`config.mk`:
```
export PLATFORM = sky130hd
export DESIGN_NAME = scpm_core
export DESIGN_NICKNAME = d
export VERILOG_FILES = /design/src/core/scpm_pkg.sv /design/src/core/scpm_core.sv
export SDC_FILE = /design/constraint.sdc
export NUM_CORES = 1
export LEC_CHECK = 0
export BUFFER_PORTS_ARGS = -buffer_cell sky130_fd_sc_hd__buf_2
export CORE_ASPECT_RATIO = 0.5
export CORE_MARGIN = 2
export CORE_UTILIZATION = 51
export CTS_CLUSTER_DIAMETER = 50
export DETAILED_ROUTE_END_ITERATION = 7
export PLACE_DENSITY = 0.8
export SYNTH_ARGS = -nofsm -noshare
export SYNTH_HDL_FRONTEND = slang
export SYNTH_SLANG_ARGS = --single-unit
export TNS_END_PERCENT = 30
```
`constraint.sdc`:
```
create_clock -name sys_clk_i -period 2.03 [get_ports sys_clk_i]
set_input_delay 0.1015 -clock sys_clk_i [delete_from_list [all_inputs] [get_ports sys_clk_i]]
set_output_delay 0.1015 -clock sys_clk_i [all_outputs]
set_load 0.1 [all_outputs]
```
`src/core/scpm_pkg.sv`:
```
// Purpose: shared constants and types of the system clock and power mode block
// Assumes: 8-bit registers, each in the low byte of one 32-bit wishbone word
// Notes: state of the core is one packed struct declared here

package scpm_pkg;

    // ------------------------------------------------------------------
    // register map
    // ------------------------------------------------------------------
    localparam logic [7:0] ADDR_SYS_CLK_CTRL = 8'h00;
    localparam logic [7:0] ADDR_FAST_OSC_CTRL = 8'h04;

    // system_clock_control fields
    localparam int SCC_SEL_LSB = 5;
    localparam int SCC_SEL_MSB = 7;
    localparam int SCC_FAST_KEEP_BIT = 1;
    localparam int SCC_SLOW_KEEP_BIT = 0;

    // fast_oscillator_control fields
    localparam int FOC_STABLE_BIT = 1;
    localparam int FOC_ENABLE_BIT = 0;

    // reset values
    localparam logic [2:0] SEL_RST = 3'h0;
    localparam logic FAST_KEEP_RST = 1'b0;
    localparam logic SLOW_KEEP_RST = 1'b0;
    localparam logic FAST_EN_RST = 1'b1;

    // select code of the sub clock
    localparam logic [2:0] SEL_SUB = 3'h7;

    // default oscillator settling counts, in oscillator rising edges
    localparam logic [9:0] FAST_STABLE_EDGES_DEF = 10'h100;
    localparam logic [9:0] SLOW_STABLE_EDGES_DEF = 10'h008;

    // ------------------------------------------------------------------
    // types
    // ------------------------------------------------------------------
    typedef enum logic [2:0] {
        MODE_RUN,
        MODE_SLEEP,
        MODE_IDLE_SUB_ONLY,
        MODE_IDLE_BOTH_CLOCKS,
        MODE_IDLE_FAST_ONLY,
        MODE_WAKING
    } scpm_mode_e;

    typedef enum logic [1:0] {
        REG_SYS_CLK_CTRL,
        REG_FAST_OSC_CTRL,
        REG_NONE
    } scpm_reg_e;

    typedef struct packed {
        scpm_mode_e mode;
        logic [2:0] sel;
        logic fast_keep;
        logic slow_keep;
        logic fast_en;
        logic fast_stable;
        logic slow_stable;
        logic [9:0] fast_cnt;
        logic [9:0] slow_cnt;
        logic [1:0] fast_sync;
        logic [1:0] slow_sync;
        logic fast_prev;
        logic slow_prev;
        logic [5:0] div;
        logic [2:0] act_sel;
        logic sys_gate;
        logic sysclk;
        logic fast_clk;
        logic sub_clk;
        logic slow_clk;
        logic fast_run;
        logic cpu_run;
        logic pdf_set;
        logic to_clr;
        logic ack;
        logic [7:0] rdata;
    } scpm_state_s;

endpackage

```
`src/core/scpm_core.sv`:
```
// Purpose: system clock selection, divider and power-down mode control
// Assumes: oscillator outputs arrive as asynchronous levels far slower than sys_clk_i
// Notes: all clocks leave as registered levels; halt and wake come from cpu logic
//
// Implementation choices: the register addresses and the Wishbone register port.

`timescale 1ns/100ps

// Contract
// - select codes 0 to 6 give the fast clock divided by 1 to 64 and code 7 the sub clock.
// - writing the select field alone moves between fast and slow running with the cpu on.
// - halt with both keep bits low enters sleep, stopping cpu, system, fast and sub clocks.
// - halt with fast keep low and slow keep high enters idle_sub_only, system on only for 7.
// - halt with both keep bits high enters idle_both_clocks with every clock still running.
// - halt with fast keep high and slow keep low enters idle_fast_only, system on for 0 to 6.
// - the slow oscillator clock runs in every mode so the watchdog keeps counting.
// - in slow running the fast oscillator runs or stops by its enable bit and feeds peripherals.
// - the fast keep bit decides whether the fast oscillator runs while halted.
// - the slow keep bit decides whether the sub clock reaches peripherals while halted.
// - outside halt the fast oscillator enable starts it at 1, stops it at 0 only in slow running, and resets to 1.
// - setting the enable clears the stable flag, which rises once the oscillator settles.
// - unused bits 4 to 2 and 7 to 2 of the two control registers read as zero.
// - switching the system clock to the sub clock completes only once the slow oscillator is stable.
// - entering any halt mode sets the power-down flag and clears the watchdog time-out flag.
module scpm_core
    import scpm_pkg::*;
#(
    parameter logic [9:0] FAST_STABLE_EDGES = FAST_STABLE_EDGES_DEF,
    parameter logic [9:0] SLOW_STABLE_EDGES = SLOW_STABLE_EDGES_DEF
) (
    // clock and reset
    input wire logic sys_clk_i,
    input wire logic rst_i,
    // wishbone slave
    input wire logic wb_cyc_i,
    input wire logic wb_stb_i,
    input wire logic wb_we_i,
    input wire logic [7:0] wb_adr_i,
    input wire logic [3:0] wb_sel_i,
    input wire logic [31:0] wb_dat_i,
    output logic [31:0] wb_dat_o,
    output logic wb_ack_o,
    // oscillators
    input wire logic fast_osc_clk_i,
    input wire logic slow_osc_clk_i,
    output logic fast_osc_enable_o,
    // cpu side
    input wire logic halt_i,
    input wire logic wake_i,
    output logic cpu_run_o,
    output logic power_down_flag_set_o,
    output logic watchdog_timeout_flag_clr_o,
    // clocks out
    output logic sysclk_o,
    output logic fast_clock_o,
    output logic sub_clock_o,
    output logic slow_osc_clock_o,
    output logic [2:0] mode_o
);

    // ------------------------------------------------------------------
    // helpers
    // ------------------------------------------------------------------
    function automatic logic src_level(input logic [2:0] sel, input logic fast_lvl,
                                       input logic [5:0] div, input logic slow_lvl);
        unique case (sel)
            3'h0: src_level = fast_lvl;
            3'h1: src_level = div[0];
            3'h2: src_level = div[1];
            3'h3: src_level = div[2];
            3'h4: src_level = div[3];
            3'h5: src_level = div[4];
            3'h6: src_level = div[5];
            3'h7: src_level = slow_lvl;
        endcase
    endfunction

    function automatic scpm_reg_e reg_index(input logic [7:0] adr);
        if (adr == ADDR_SYS_CLK_CTRL) begin
            reg_index = REG_SYS_CLK_CTRL;
        end else if (adr == ADDR_FAST_OSC_CTRL) begin
            reg_index = REG_FAST_OSC_CTRL;
        end else begin
            reg_index = REG_NONE;
        end
    endfunction

    localparam scpm_state_s RST_STATE = '{
        mode: MODE_RUN, sel: SEL_RST, fast_keep: FAST_KEEP_RST,
        slow_keep: SLOW_KEEP_RST, fast_en: FAST_EN_RST, fast_stable: 1'b0,
        slow_stable: 1'b0, fast_cnt: 10'h000, slow_cnt: 10'h000,
        fast_sync: 2'h0, slow_sync: 2'h0, fast_prev: 1'b0, slow_prev: 1'b0,
        div: 6'h00, act_sel: SEL_RST, sys_gate: 1'b1, sysclk: 1'b0,
        fast_clk: 1'b0, sub_clk: 1'b0, slow_clk: 1'b0, fast_run: 1'b1,
        cpu_run: 1'b1, pdf_set: 1'b0, to_clr: 1'b0, ack: 1'b0, rdata: 8'h00
    };

    scpm_state_s s;
    scpm_state_s next_s;
    logic fast_lvl;
    logic slow_lvl;
    logic cur_lvl;
    logic new_lvl;
    logic active;
    logic want_sys;
    logic new_src_ok;
    logic wr_take;
    logic fast_en_rise;

    // ------------------------------------------------------------------
    // next state
    // ------------------------------------------------------------------
    always_comb begin
        next_s = s;
        next_s.pdf_set = 1'b0;
        next_s.to_clr = 1'b0;

        // first stage is read only by the second
        next_s.fast_sync = {s.fast_sync[0], fast_osc_clk_i};
        next_s.slow_sync = {s.slow_sync[0], slow_osc_clk_i};
        fast_lvl = s.fast_sync[1];
        slow_lvl = s.slow_sync[1];
        next_s.fast_prev = fast_lvl;
        next_s.slow_prev = slow_lvl;

        // divider chain counts fast oscillator edges
        if (fast_lvl && !s.fast_prev) begin
            next_s.div = s.div + 6'h01;
        end

        active = (s.mode == MODE_RUN) || (s.mode == MODE_WAKING);

        // fast oscillator keeps running while it still feeds the system clock
        if (active) begin
            next_s.fast_run = s.fast_en || (s.sel != SEL_SUB) || (s.act_sel != SEL_SUB);
        end else begin
            next_s.fast_run = s.fast_keep;
        end

        // settling counters
        if (!s.fast_run) begin
            next_s.fast_cnt = 10'h000;
            next_s.fast_stable = 1'b0;
        end else if (fast_lvl && !s.fast_prev && !s.fast_stable) begin
            next_s.fast_cnt = s.fast_cnt + 10'h001;
            next_s.fast_stable = (s.fast_cnt == FAST_STABLE_EDGES - 10'h001);
        end
        if (slow_lvl && !s.slow_prev && !s.slow_stable) begin
            next_s.slow_cnt = s.slow_cnt + 10'h001;
            next_s.slow_stable = (s.slow_cnt == SLOW_STABLE_EDGES - 10'h001);
        end

        // source switch only while both old and new levels are low, so neither
        // phase is ever cut short; the new source must have settled first
        cur_lvl = src_level(s.act_sel, fast_lvl, s.div, slow_lvl);
        new_lvl = src_level(s.sel, fast_lvl, s.div, slow_lvl);
        new_src_ok = (s.sel == SEL_SUB) ? s.slow_stable : s.fast_stable;
        if ((s.sel != s.act_sel) && !cur_lvl && !new_lvl && new_src_ok) begin
            next_s.act_sel = s.sel;
        end

        unique case (s.mode)
            MODE_RUN: want_sys = 1'b1;
            MODE_WAKING: want_sys = 1'b1;
            MODE_SLEEP: want_sys = 1'b0;
            MODE_IDLE_SUB_ONLY: want_sys = (s.act_sel == SEL_SUB);
            MODE_IDLE_BOTH_CLOCKS: want_sys = 1'b1;
            MODE_IDLE_FAST_ONLY: want_sys = (s.act_sel != SEL_SUB);
            default: want_sys = 1'b0;
        endcase
        // gate moves only in a low phase of the system clock
        if (!cur_lvl) begin
            next_s.sys_gate = want_sys;
        end

        next_s.sysclk = cur_lvl && s.sys_gate;
        next_s.fast_clk = fast_lvl && s.fast_run && s.fast_stable;
        next_s.sub_clk = slow_lvl && (active || s.slow_keep);
        next_s.slow_clk = slow_lvl;

        // operating mode
        unique case (s.mode)
            MODE_RUN: begin
                if (halt_i) begin
                    next_s.pdf_set = 1'b1;
                    next_s.to_clr = 1'b1;
                    unique case ({s.fast_keep, s.slow_keep})
                        2'b00: next_s.mode = MODE_SLEEP;
                        2'b01: next_s.mode = MODE_IDLE_SUB_ONLY;
                        2'b11: next_s.mode = MODE_IDLE_BOTH_CLOCKS;
                        2'b10: next_s.mode = MODE_IDLE_FAST_ONLY;
                    endcase
                end
            end
            MODE_SLEEP, MODE_IDLE_SUB_ONLY, MODE_IDLE_BOTH_CLOCKS, MODE_IDLE_FAST_ONLY: begin
                if (wake_i) begin
                    next_s.mode = MODE_WAKING;
                end
            end
            MODE_WAKING: begin
                // cpu waits for the selected source and an open gate
                if (new_src_ok && (s.act_sel == s.sel) && s.sys_gate) begin
                    next_s.mode = MODE_RUN;
                end
            end
            default: next_s.mode = MODE_RUN;
        endcase
        next_s.cpu_run = (next_s.mode == MODE_RUN);

        // wishbone: ack one cycle after the request, write at the acked edge
        next_s.ack = wb_cyc_i && wb_stb_i && !s.ack;
        if (next_s.ack) begin
            unique case (reg_index(wb_adr_i))
                REG_SYS_CLK_CTRL: next_s.rdata = {s.sel, 3'h0, s.fast_keep, s.slow_keep};
                REG_FAST_OSC_CTRL: next_s.rdata = {6'h00, s.fast_stable, s.fast_en};
                default: next_s.rdata = 8'h00;
            endcase
        end
        wr_take = wb_cyc_i && wb_stb_i && s.ack && wb_we_i && wb_sel_i[0];
        fast_en_rise = 1'b0;
        if (wr_take) begin
            unique case (reg_index(wb_adr_i))
                REG_SYS_CLK_CTRL: begin
                    next_s.sel = wb_dat_i[SCC_SEL_MSB:SCC_SEL_LSB];
                    next_s.fast_keep = wb_dat_i[SCC_FAST_KEEP_BIT];
                    next_s.slow_keep = wb_dat_i[SCC_SLOW_KEEP_BIT];
                end
                REG_FAST_OSC_CTRL: begin
                    next_s.fast_en = wb_dat_i[FOC_ENABLE_BIT];
                    if (wb_dat_i[FOC_ENABLE_BIT] && !s.fast_en) begin
                        fast_en_rise = 1'b1;
                        next_s.fast_cnt = 10'h000;
                        next_s.fast_stable = 1'b0;
                    end
                end
                default: begin
                end
            endcase
        end
    end

    always_ff @(posedge sys_clk_i) begin
        if (rst_i) begin
            s <= RST_STATE;
        end else begin
            s <= next_s;
        end
    end

    // ------------------------------------------------------------------
    // outputs
    // ------------------------------------------------------------------
    assign wb_dat_o = {24'h000000, s.rdata};
    assign wb_ack_o = s.ack;
    assign fast_osc_enable_o = s.fast_run;
    assign cpu_run_o = s.cpu_run;
    assign power_down_flag_set_o = s.pdf_set;
    assign watchdog_timeout_flag_clr_o = s.to_clr;
    assign sysclk_o = s.sysclk;
    assign fast_clock_o = s.fast_clk;
    assign sub_clock_o = s.sub_clk;
    assign slow_osc_clock_o = s.slow_clk;
    assign mode_o = s.mode;

    // ------------------------------------------------------------------
    // assertions
    // ------------------------------------------------------------------
    property p_sub_source;
        @(posedge sys_clk_i) disable iff (rst_i)
        (s.act_sel == SEL_SUB && s.sys_gate) |=> (s.sysclk == $past(s.slow_sync[1]));
    endproperty
    a_sub_source: assert property (p_sub_source) else $error("sub clock not on system clock");

    property p_run_stays;
        @(posedge sys_clk_i) disable iff (rst_i)
        (s.mode == MODE_RUN && !halt_i) |=> (s.mode == MODE_RUN && s.cpu_run);
    endproperty
    a_run_stays: assert property (p_run_stays) else $error("run left without halt");

    property p_sleep_off;
        @(posedge sys_clk_i) disable iff (rst_i)
        (s.mode == MODE_SLEEP && $past(s.mode) == MODE_SLEEP)
            |-> (!s.cpu_run && !s.fast_run && !s.sub_clk);
    endproperty
    a_sleep_off: assert property (p_sleep_off) else $error("clock alive in sleep");

    property p_idle_sub;
        @(posedge sys_clk_i) disable iff (rst_i)
        (s.mode == MODE_RUN && halt_i && !s.fast_keep && s.slow_keep)
            |=> (s.mode == MODE_IDLE_SUB_ONLY) ##1 !s.fast_run;
    endproperty
    a_idle_sub: assert property (p_idle_sub) else $error("idle_sub_only entry wrong");

    property p_idle_both;
        @(posedge sys_clk_i) disable iff (rst_i)
        (s.mode == MODE_RUN && halt_i && s.fast_keep && s.slow_keep)
            |=> (s.mode == MODE_IDLE_BOTH_CLOCKS && !s.cpu_run) ##1 s.fast_run;
    endproperty
    a_idle_both: assert property (p_idle_both) else $error("idle_both_clocks entry wrong");

    property p_idle_fast;
        @(posedge sys_clk_i) disable iff (rst_i)
        (s.mode == MODE_RUN && halt_i && s.fast_keep && !s.slow_keep)
            |=> (s.mode == MODE_IDLE_FAST_ONLY) ##1 (s.fast_run && !s.sub_clk);
    endproperty
    a_idle_fast: assert property (p_idle_fast) else $error("idle_fast_only entry wrong");

    property p_slow_always;
        @(posedge sys_clk_i) disable iff (rst_i)
        1'b1 |=> (s.slow_clk == $past(s.slow_sync[1]));
    endproperty
    a_slow_always: assert property (p_slow_always) else $error("slow oscillator clock gated");

    property p_stable_clear;
        @(posedge sys_clk_i) disable iff (rst_i)
        fast_en_rise |=> (!s.fast_stable && s.fast_en);
    endproperty
    a_stable_clear: assert property (p_stable_clear) else $error("stable flag not cleared");

    property p_reserved_zero;
        @(posedge sys_clk_i) disable iff (rst_i)
        (next_s.ack && reg_index(wb_adr_i) == REG_FAST_OSC_CTRL) |=> (s.rdata[7:2] == 6'h00);
    endproperty
    a_reserved_zero: assert property (p_reserved_zero) else $error("reserved bits nonzero");

    property p_sub_needs_stable;
        @(posedge sys_clk_i) disable iff (rst_i)
        $rose(s.act_sel == SEL_SUB) |-> $past(s.slow_stable);
    endproperty
    a_sub_needs_stable: assert property (p_sub_needs_stable) else $error("unstable sub switch");

    property p_halt_flags;
        @(posedge sys_clk_i) disable iff (rst_i)
        (s.mode == MODE_RUN && halt_i) |=> (s.pdf_set && s.to_clr) ##1 (!s.pdf_set && !s.to_clr);
    endproperty
    a_halt_flags: assert property (p_halt_flags) else $error("halt flag pulses wrong");

    property p_wake_restore;
        @(posedge sys_clk_i) disable iff (rst_i)
        (s.mode == MODE_WAKING ##1 s.mode == MODE_RUN) |-> $past(s.act_sel == s.sel && s.sys_gate);
    endproperty
    a_wake_restore: assert property (p_wake_restore) else $error("cpu resumed early");

    // a source or gate move launched in a high phase would cut that phase short
    property p_switch_low;
        @(posedge sys_clk_i) disable iff (rst_i)
        ($changed(s.act_sel) || $changed(s.sys_gate)) |-> !s.sysclk;
    endproperty
    a_switch_low: assert property (p_switch_low) else $error("clock switched in high phase");

endmodule

```
# After elaboration in Yosys (flattened, before gate mapping)
# Cells that the tools add are included.
[classes] add_sub_neg=3 eq_ne=31 mux=26 n_bitwise=1 reduce_logical=44
[op_table] cell="two-way mux 10 bit" count=5
[op_table] cell="equality test 3 bit (second input constant)" count=10
[op_table] cell="adder 10 x 1 -> 10 bit (second input constant)" count=2
[op_table] cell="logical AND 1 bit" count=19
[op_table] cell="equality test 3 x 2 -> 1 bit (second input constant)" count=6
[op_table] cell="case mux 1 bit (8 select lines)" count=2
[op_table] cell="case mux 8 bit (2 select lines)" count=1
[op_table] cell="logical NOT 3 bit" count=4
[op_table] cell="case mux 3 bit (4 select lines)" count=1
[op_table] cell="equality test 10 x 3 -> 1 bit (second input constant)" count=1
[op_table] cell="equality test 10 x 8 -> 1 bit (second input constant)" count=1
[op_table] cell="two-way mux 2 bit" count=5
[op_table] cell="equality test 3 x 1 -> 1 bit (second input constant)" count=3
[op_table] cell="two-way mux 3 bit" count=3
[op_table] cell="case mux 3 bit (3 select lines)" count=1
[op_table] cell="equality test 8 x 3 -> 1 bit (second input constant)" count=1
[op_table] cell="logical NOT 1 bit" count=8
[op_table] cell="logical NOT 8 bit" count=1
[op_table] cell="two-way mux 1 bit" count=7
[op_table] cell="adder 6 x 1 -> 6 bit (second input constant)" count=1
[op_table] cell="equality test 2 x 1 -> 1 bit (second input constant)" count=3
[op_table] cell="logical NOT 2 bit" count=3
[op_table] cell="!= test 3 bit (second input constant)" count=2
[op_table] cell="equality test 2 bit (second input constant)" count=2
[op_table] cell="9 further kinds" count=13
[word_totals] register_bits=63 input_bits=53 output_inout_bits=44 wordCells=130

# Longest topological paths before layout
[logic_depth] word_depth=8 depth_mapped=7 mapped_depth_nobuf=7

# Worst setup path after synthesis
# Ideal clock, no wire load.
[synth_path] path_kind="flip-flop to flip-flop" from="reg s (netlist bit wb_ack_o)" to="reg s[43] (netlist bit)" arrival_time_ps=1981 required_ps=1913 slack_ps=-68 path_stages_with_launch=7 synth_period_minus_slack_ps=2098 path_cell_list="dfxtp_1 nand3_1 nor2_1 nand2_1 o41ai_2 buf_2 nor2_1"
[synth_via] elab_chain_cells=4
[synth_rtl] item="start: declaration" line_no="scpm_core.sv:98" text="scpm_state_s s;"
[synth_rtl] item="start signal: assignment" line_no="scpm_core.sv:246" text="s <= next_s;"
[synth_rtl] item="logical AND 1 bit (3 in a row)" line_no="scpm_core.sv:219" text="wr_take = wb_cyc_i && wb_stb_i && s.ack && wb_we_i && wb_sel_i[0];"
[synth_rtl] item="two-way mux 10 bit" line_no="scpm_core.sv:221" text="if (wr_take) begin"
# Every way passes these cells.
# A chain may end at the register's enable or synchronous reset.

# Worst setup path after layout
[layout_path] from="reg s[19] (netlist bit)" to="reg s[20] (netlist bit)"
[layout_via] elab_chain_cells=6 elab_cells_between_ends=14 cone_classes="eq/ne: 8; mux: 1; reduce/logical: 5"
[layout_rtl] item="equality test 3 bit (tied with other cells)" line_no="scpm_core.sv:66" text="unique case (sel)"
[layout_rtl] item="case mux 1 bit (8 select lines)" line_no="scpm_core.sv:66"
[layout_rtl] item="logical NOT 1 bit"
[layout_rtl] item="logical AND 1 bit (*) (3 in a row)" line_no="scpm_core.sv:158" text="if ((s.sel != s.act_sel) && !cur_lvl && !new_lvl && new_src_ok) begin"
# Mark *: on every way between the ends. The rest lies on a longest branch, timed or not.

==> impl_metrics.tcl <==
set metrics [dict create \
    status "finished with violations" \
    violations "DRC" \
    leakage_nw 1.39 \
    fin_setup_tns_ps 0 \
    wl_mm 5.74 \
    ys_seq_area_share_pct 38.9 \
    clock_latency_ps 320 \
    cts_tree "done" \
    rsz0062_at_grt "no" \
    max_freq_mhz 532 \
    fin_worst_skew_ps 4.25 \
    post-route-min-period_ps 1880 \
    endpoint_kind "flop" \
    fin_crit_sh_pct 92.6 \
    async_flop_share_pct 0 \
    vias 2331 \
    required_ps 2280 \
    cp_max_fo 7 \
    synth_fa_ha_area_share_pct 2.88 \
    setup_violations 0 \
    ioPinCount 97 \
    slowest_stage "dfxtp_1" \
    powerDensity_nw_per_um2 1030 \
    layout-drive-gt1-share_pct 18.1 \
    row_count 19 \
    worst_pin_slew_ps 561 \
    cts.sinks 59 \
    die_x_um 113 \
    slowest_delay_ps 510 \
    ff_latch_area_um2 1180 \
    final_max_slew_viol_count 0 \
    die-height_um 58.6 \
    clk_path_buf_depth 2 \
    design.die.area_um2 6630 \
    synthSimpleGateAreaFrac_pct 22.1 \
    grt_pass1_wl_mm 9.43 \
    synth_top_family_by_area "simple AND/OR/NAND/NOR gates" \
    syn-cell-area_um2 3040 \
    path_cells "mux2i_1 > o32ai_1 > a211oi_2 > and4b_1 > mux2i_1" \
    htree_levels 3 \
    synth_compound_area_share_pct 7.58 \
    syn2layout_area_growth_pct 11.1 \
    yosysTopAreaCellShare_pct 38.9 \
    grt_max_degree 30 \
    cp_data_arrival_time_ps 2130 \
    globalRouteTotalUtil_pct 18.5 \
    syn-instance-count 340 \
    crit_type "flop to flop" \
    start_util_pct 54.1 \
    hold_path.class "input port to flop" \
    synth_top_area_cell "dfxtp_1" \
    peakVddDrop_mv 0.467 \
    grt_overflow 0 \
    cts_root_buf "clkbuf_16" \
    wl_per_cell_um 12.9 \
    cts.repair.resized 0 \
    gp_congestion 0.830 \
    drv_cap 0 \
    cts_buffers 9 \
    diodes 0 \
    vias_per_cell 5.25 \
    ys_warn_count 0 \
    clk_pin_slew_ps 50 \
    nNetsFinal 431 \
    antenna_found_initial 0 \
    drc 9 \
    avgSynthCellArea_um2 8.93 \
    grt_pass1_vias 2120 \
    design.core.area_um2 5610 \
    drt_iter0_markers 169 \
    first_pass_iters 6 \
    nFillCells 427 \
    crit_top_cell "mux2i_1" \
    start_kind "flop" \
    synth-edff-count 0 \
    synth_seq_cells 59 \
    synthMuxAreaShare_pct 7.62 \
    maxSlewHeadroom_pct 62.4 \
    synth_xor_area_share_pct 7.50 \
    hpwl_mm 4.20 \
    synth_cell_types 52 \
    port_buffers 39 \
    ys_top_cells_by_area "dfxtp_1 39%, buf_4 9.1%, mux2i_1 7.3%, nor2_1 5.7%, xor2_1 5.2%" \
    ant_nets 0 \
    synth_flop_cell "dfxtp_1" \
    multi_input_area_um2 1550 \
    whs_ps 13.4 \
    hold_viol_final 0 \
]
## where the power goes
part	switching (mW)	total (mW)	leakage, nW	internal, mW
Combinational	0.675	0.834	0.783	0.159
Clock	0.445	1.35	0.126	0.909
Sequential	0.0676	1.28	0.479	1.21
## final cells by class
class                           instances  area share (%)
Clock buffer                           10            6.79
Clock inverter                          1           0.890
Inverter                                9            1.00
Multi-Input combinational cell        245            45.9
Sequential cell                        59            35.0
Tap cell                               73            2.71
Timing Repair Buffer                   47            7.64
## worst max-delay path, delay by kind of cell, from the launching register on
family | cells | cell delay (ps)
muxes | 2 | 480
DFF | 1 | 510
AOI/OAI and AO/OA | 2 | 460
and+or+nand+nor | 1 | 360
## cells in the final DEF, fill, tap and decap left out, types with 2 or more instances in the layout
master	synthesis	layout
o21ai_0	6	6
o311ai_0	2	2
nor2b_1	7	7
xor2_1	18	18
o21ai_1	2	2
o32ai_1	2	2
ha_1	7	7
nand2b_1	2	2
nor2_1	46	46
inv_1	8	8
nand3_1	12	12
nand4_1	8	8
buf_4	37	7
nand3b_1	3	3
and3_1	4	4
nand2_1	22	22
a21oi_1	11	11
nor3b_1	2	2
xnor2_1	8	8
dfxtp_1	59	58
clkbuf_16	0	9
nor4_1	2	2
nor3_1	6	6
mux2i_1	22	22
conb_1	1	27
and4_1	3	3
buf_2	1	39
## registers in the layout, summed over array words and instances, names as in the netlist
signal	flops
cpu_run_o	1
fast_clock_o	1
fast_lvl	1
fast_osc_enable_o	1
mode_o	3
next_s	3
power_down_flag_set_o	1
s	39
slow_osc_clock_o	1
sub_clock_o	1
sysclk_o	1
wb_ack_o	1
wb_dat_o	5
## worst paths after layout
check	start	to	slack (ps)	cells after the start
min reg2reg	wb_dat_o[6]	wb_dat_o[6]	450	2
max	s[19]	s[20]	150	5
max reg2reg	s[19]	s[20]	150	5
min	slow_osc_clk_i	next_s[30]	10	2
## routing by layer
metal	share of wire [%]	vias up	global-route usage, %
met4	1.7	0	6.10
met5	0	-	0
met1	43	1082	19.9
li1	-	1149	-
met3	6.5	11	8.96
met2	49	89	32.8
## metrics by stage
stage                     area (µm²)  power, mW  instances  setup slack (ps)  utilization [%]
after detailed placement        3110       2.13        432               215             55.4
final                           3370       3.47        444               150             60.1
after floorplan                 3140       2.07        366               219                -
after global routing            3370       3.61        444              55.1             60.1
after global placement          3110       2.11        432               298             55.4
after CTS                       3370       3.50        444               198             60.1
## logic make-up after synthesis
group,Yosys count
compound gates,34
fa+ha+maj,7
flops,59
xor+xnor,26
buf+inv,62
simple gates,128
other cells,1
mux,23
## synthesized netlist by cell type, types with 2 or more instances
| cell type | count |
|---|---|
| and4_1 | 3 |
| inv_1 | 8 |
| and3_1 | 4 |
| dfxtp_1 | 59 |
| nand3_1 | 12 |
| o32ai_1 | 2 |
| ha_1 | 7 |
| o21ai_1 | 2 |
| a21oi_1 | 11 |
| buf_4 | 37 |
| buf_6 | 4 |
| nor3b_1 | 2 |
| nor3_1 | 6 |
| mux2i_1 | 22 |
| nor4_1 | 2 |
| nand4_1 | 8 |
| nor2_1 | 46 |
| xnor2_1 | 8 |
| nand3b_1 | 3 |
| o21ai_0 | 6 |
| nand2_1 | 22 |
| nor2b_1 | 7 |
| o311ai_0 | 2 |
| clkbuf_1 | 11 |
| nand2b_1 | 2 |
| xor2_1 | 18 |
## timing repair
item,in CTS,in global routing
hold endpoints to repair,1,0
setup buffers,0,0
hold buffers,1,0
Note: power is estimated with default switching activity, not from simulation.
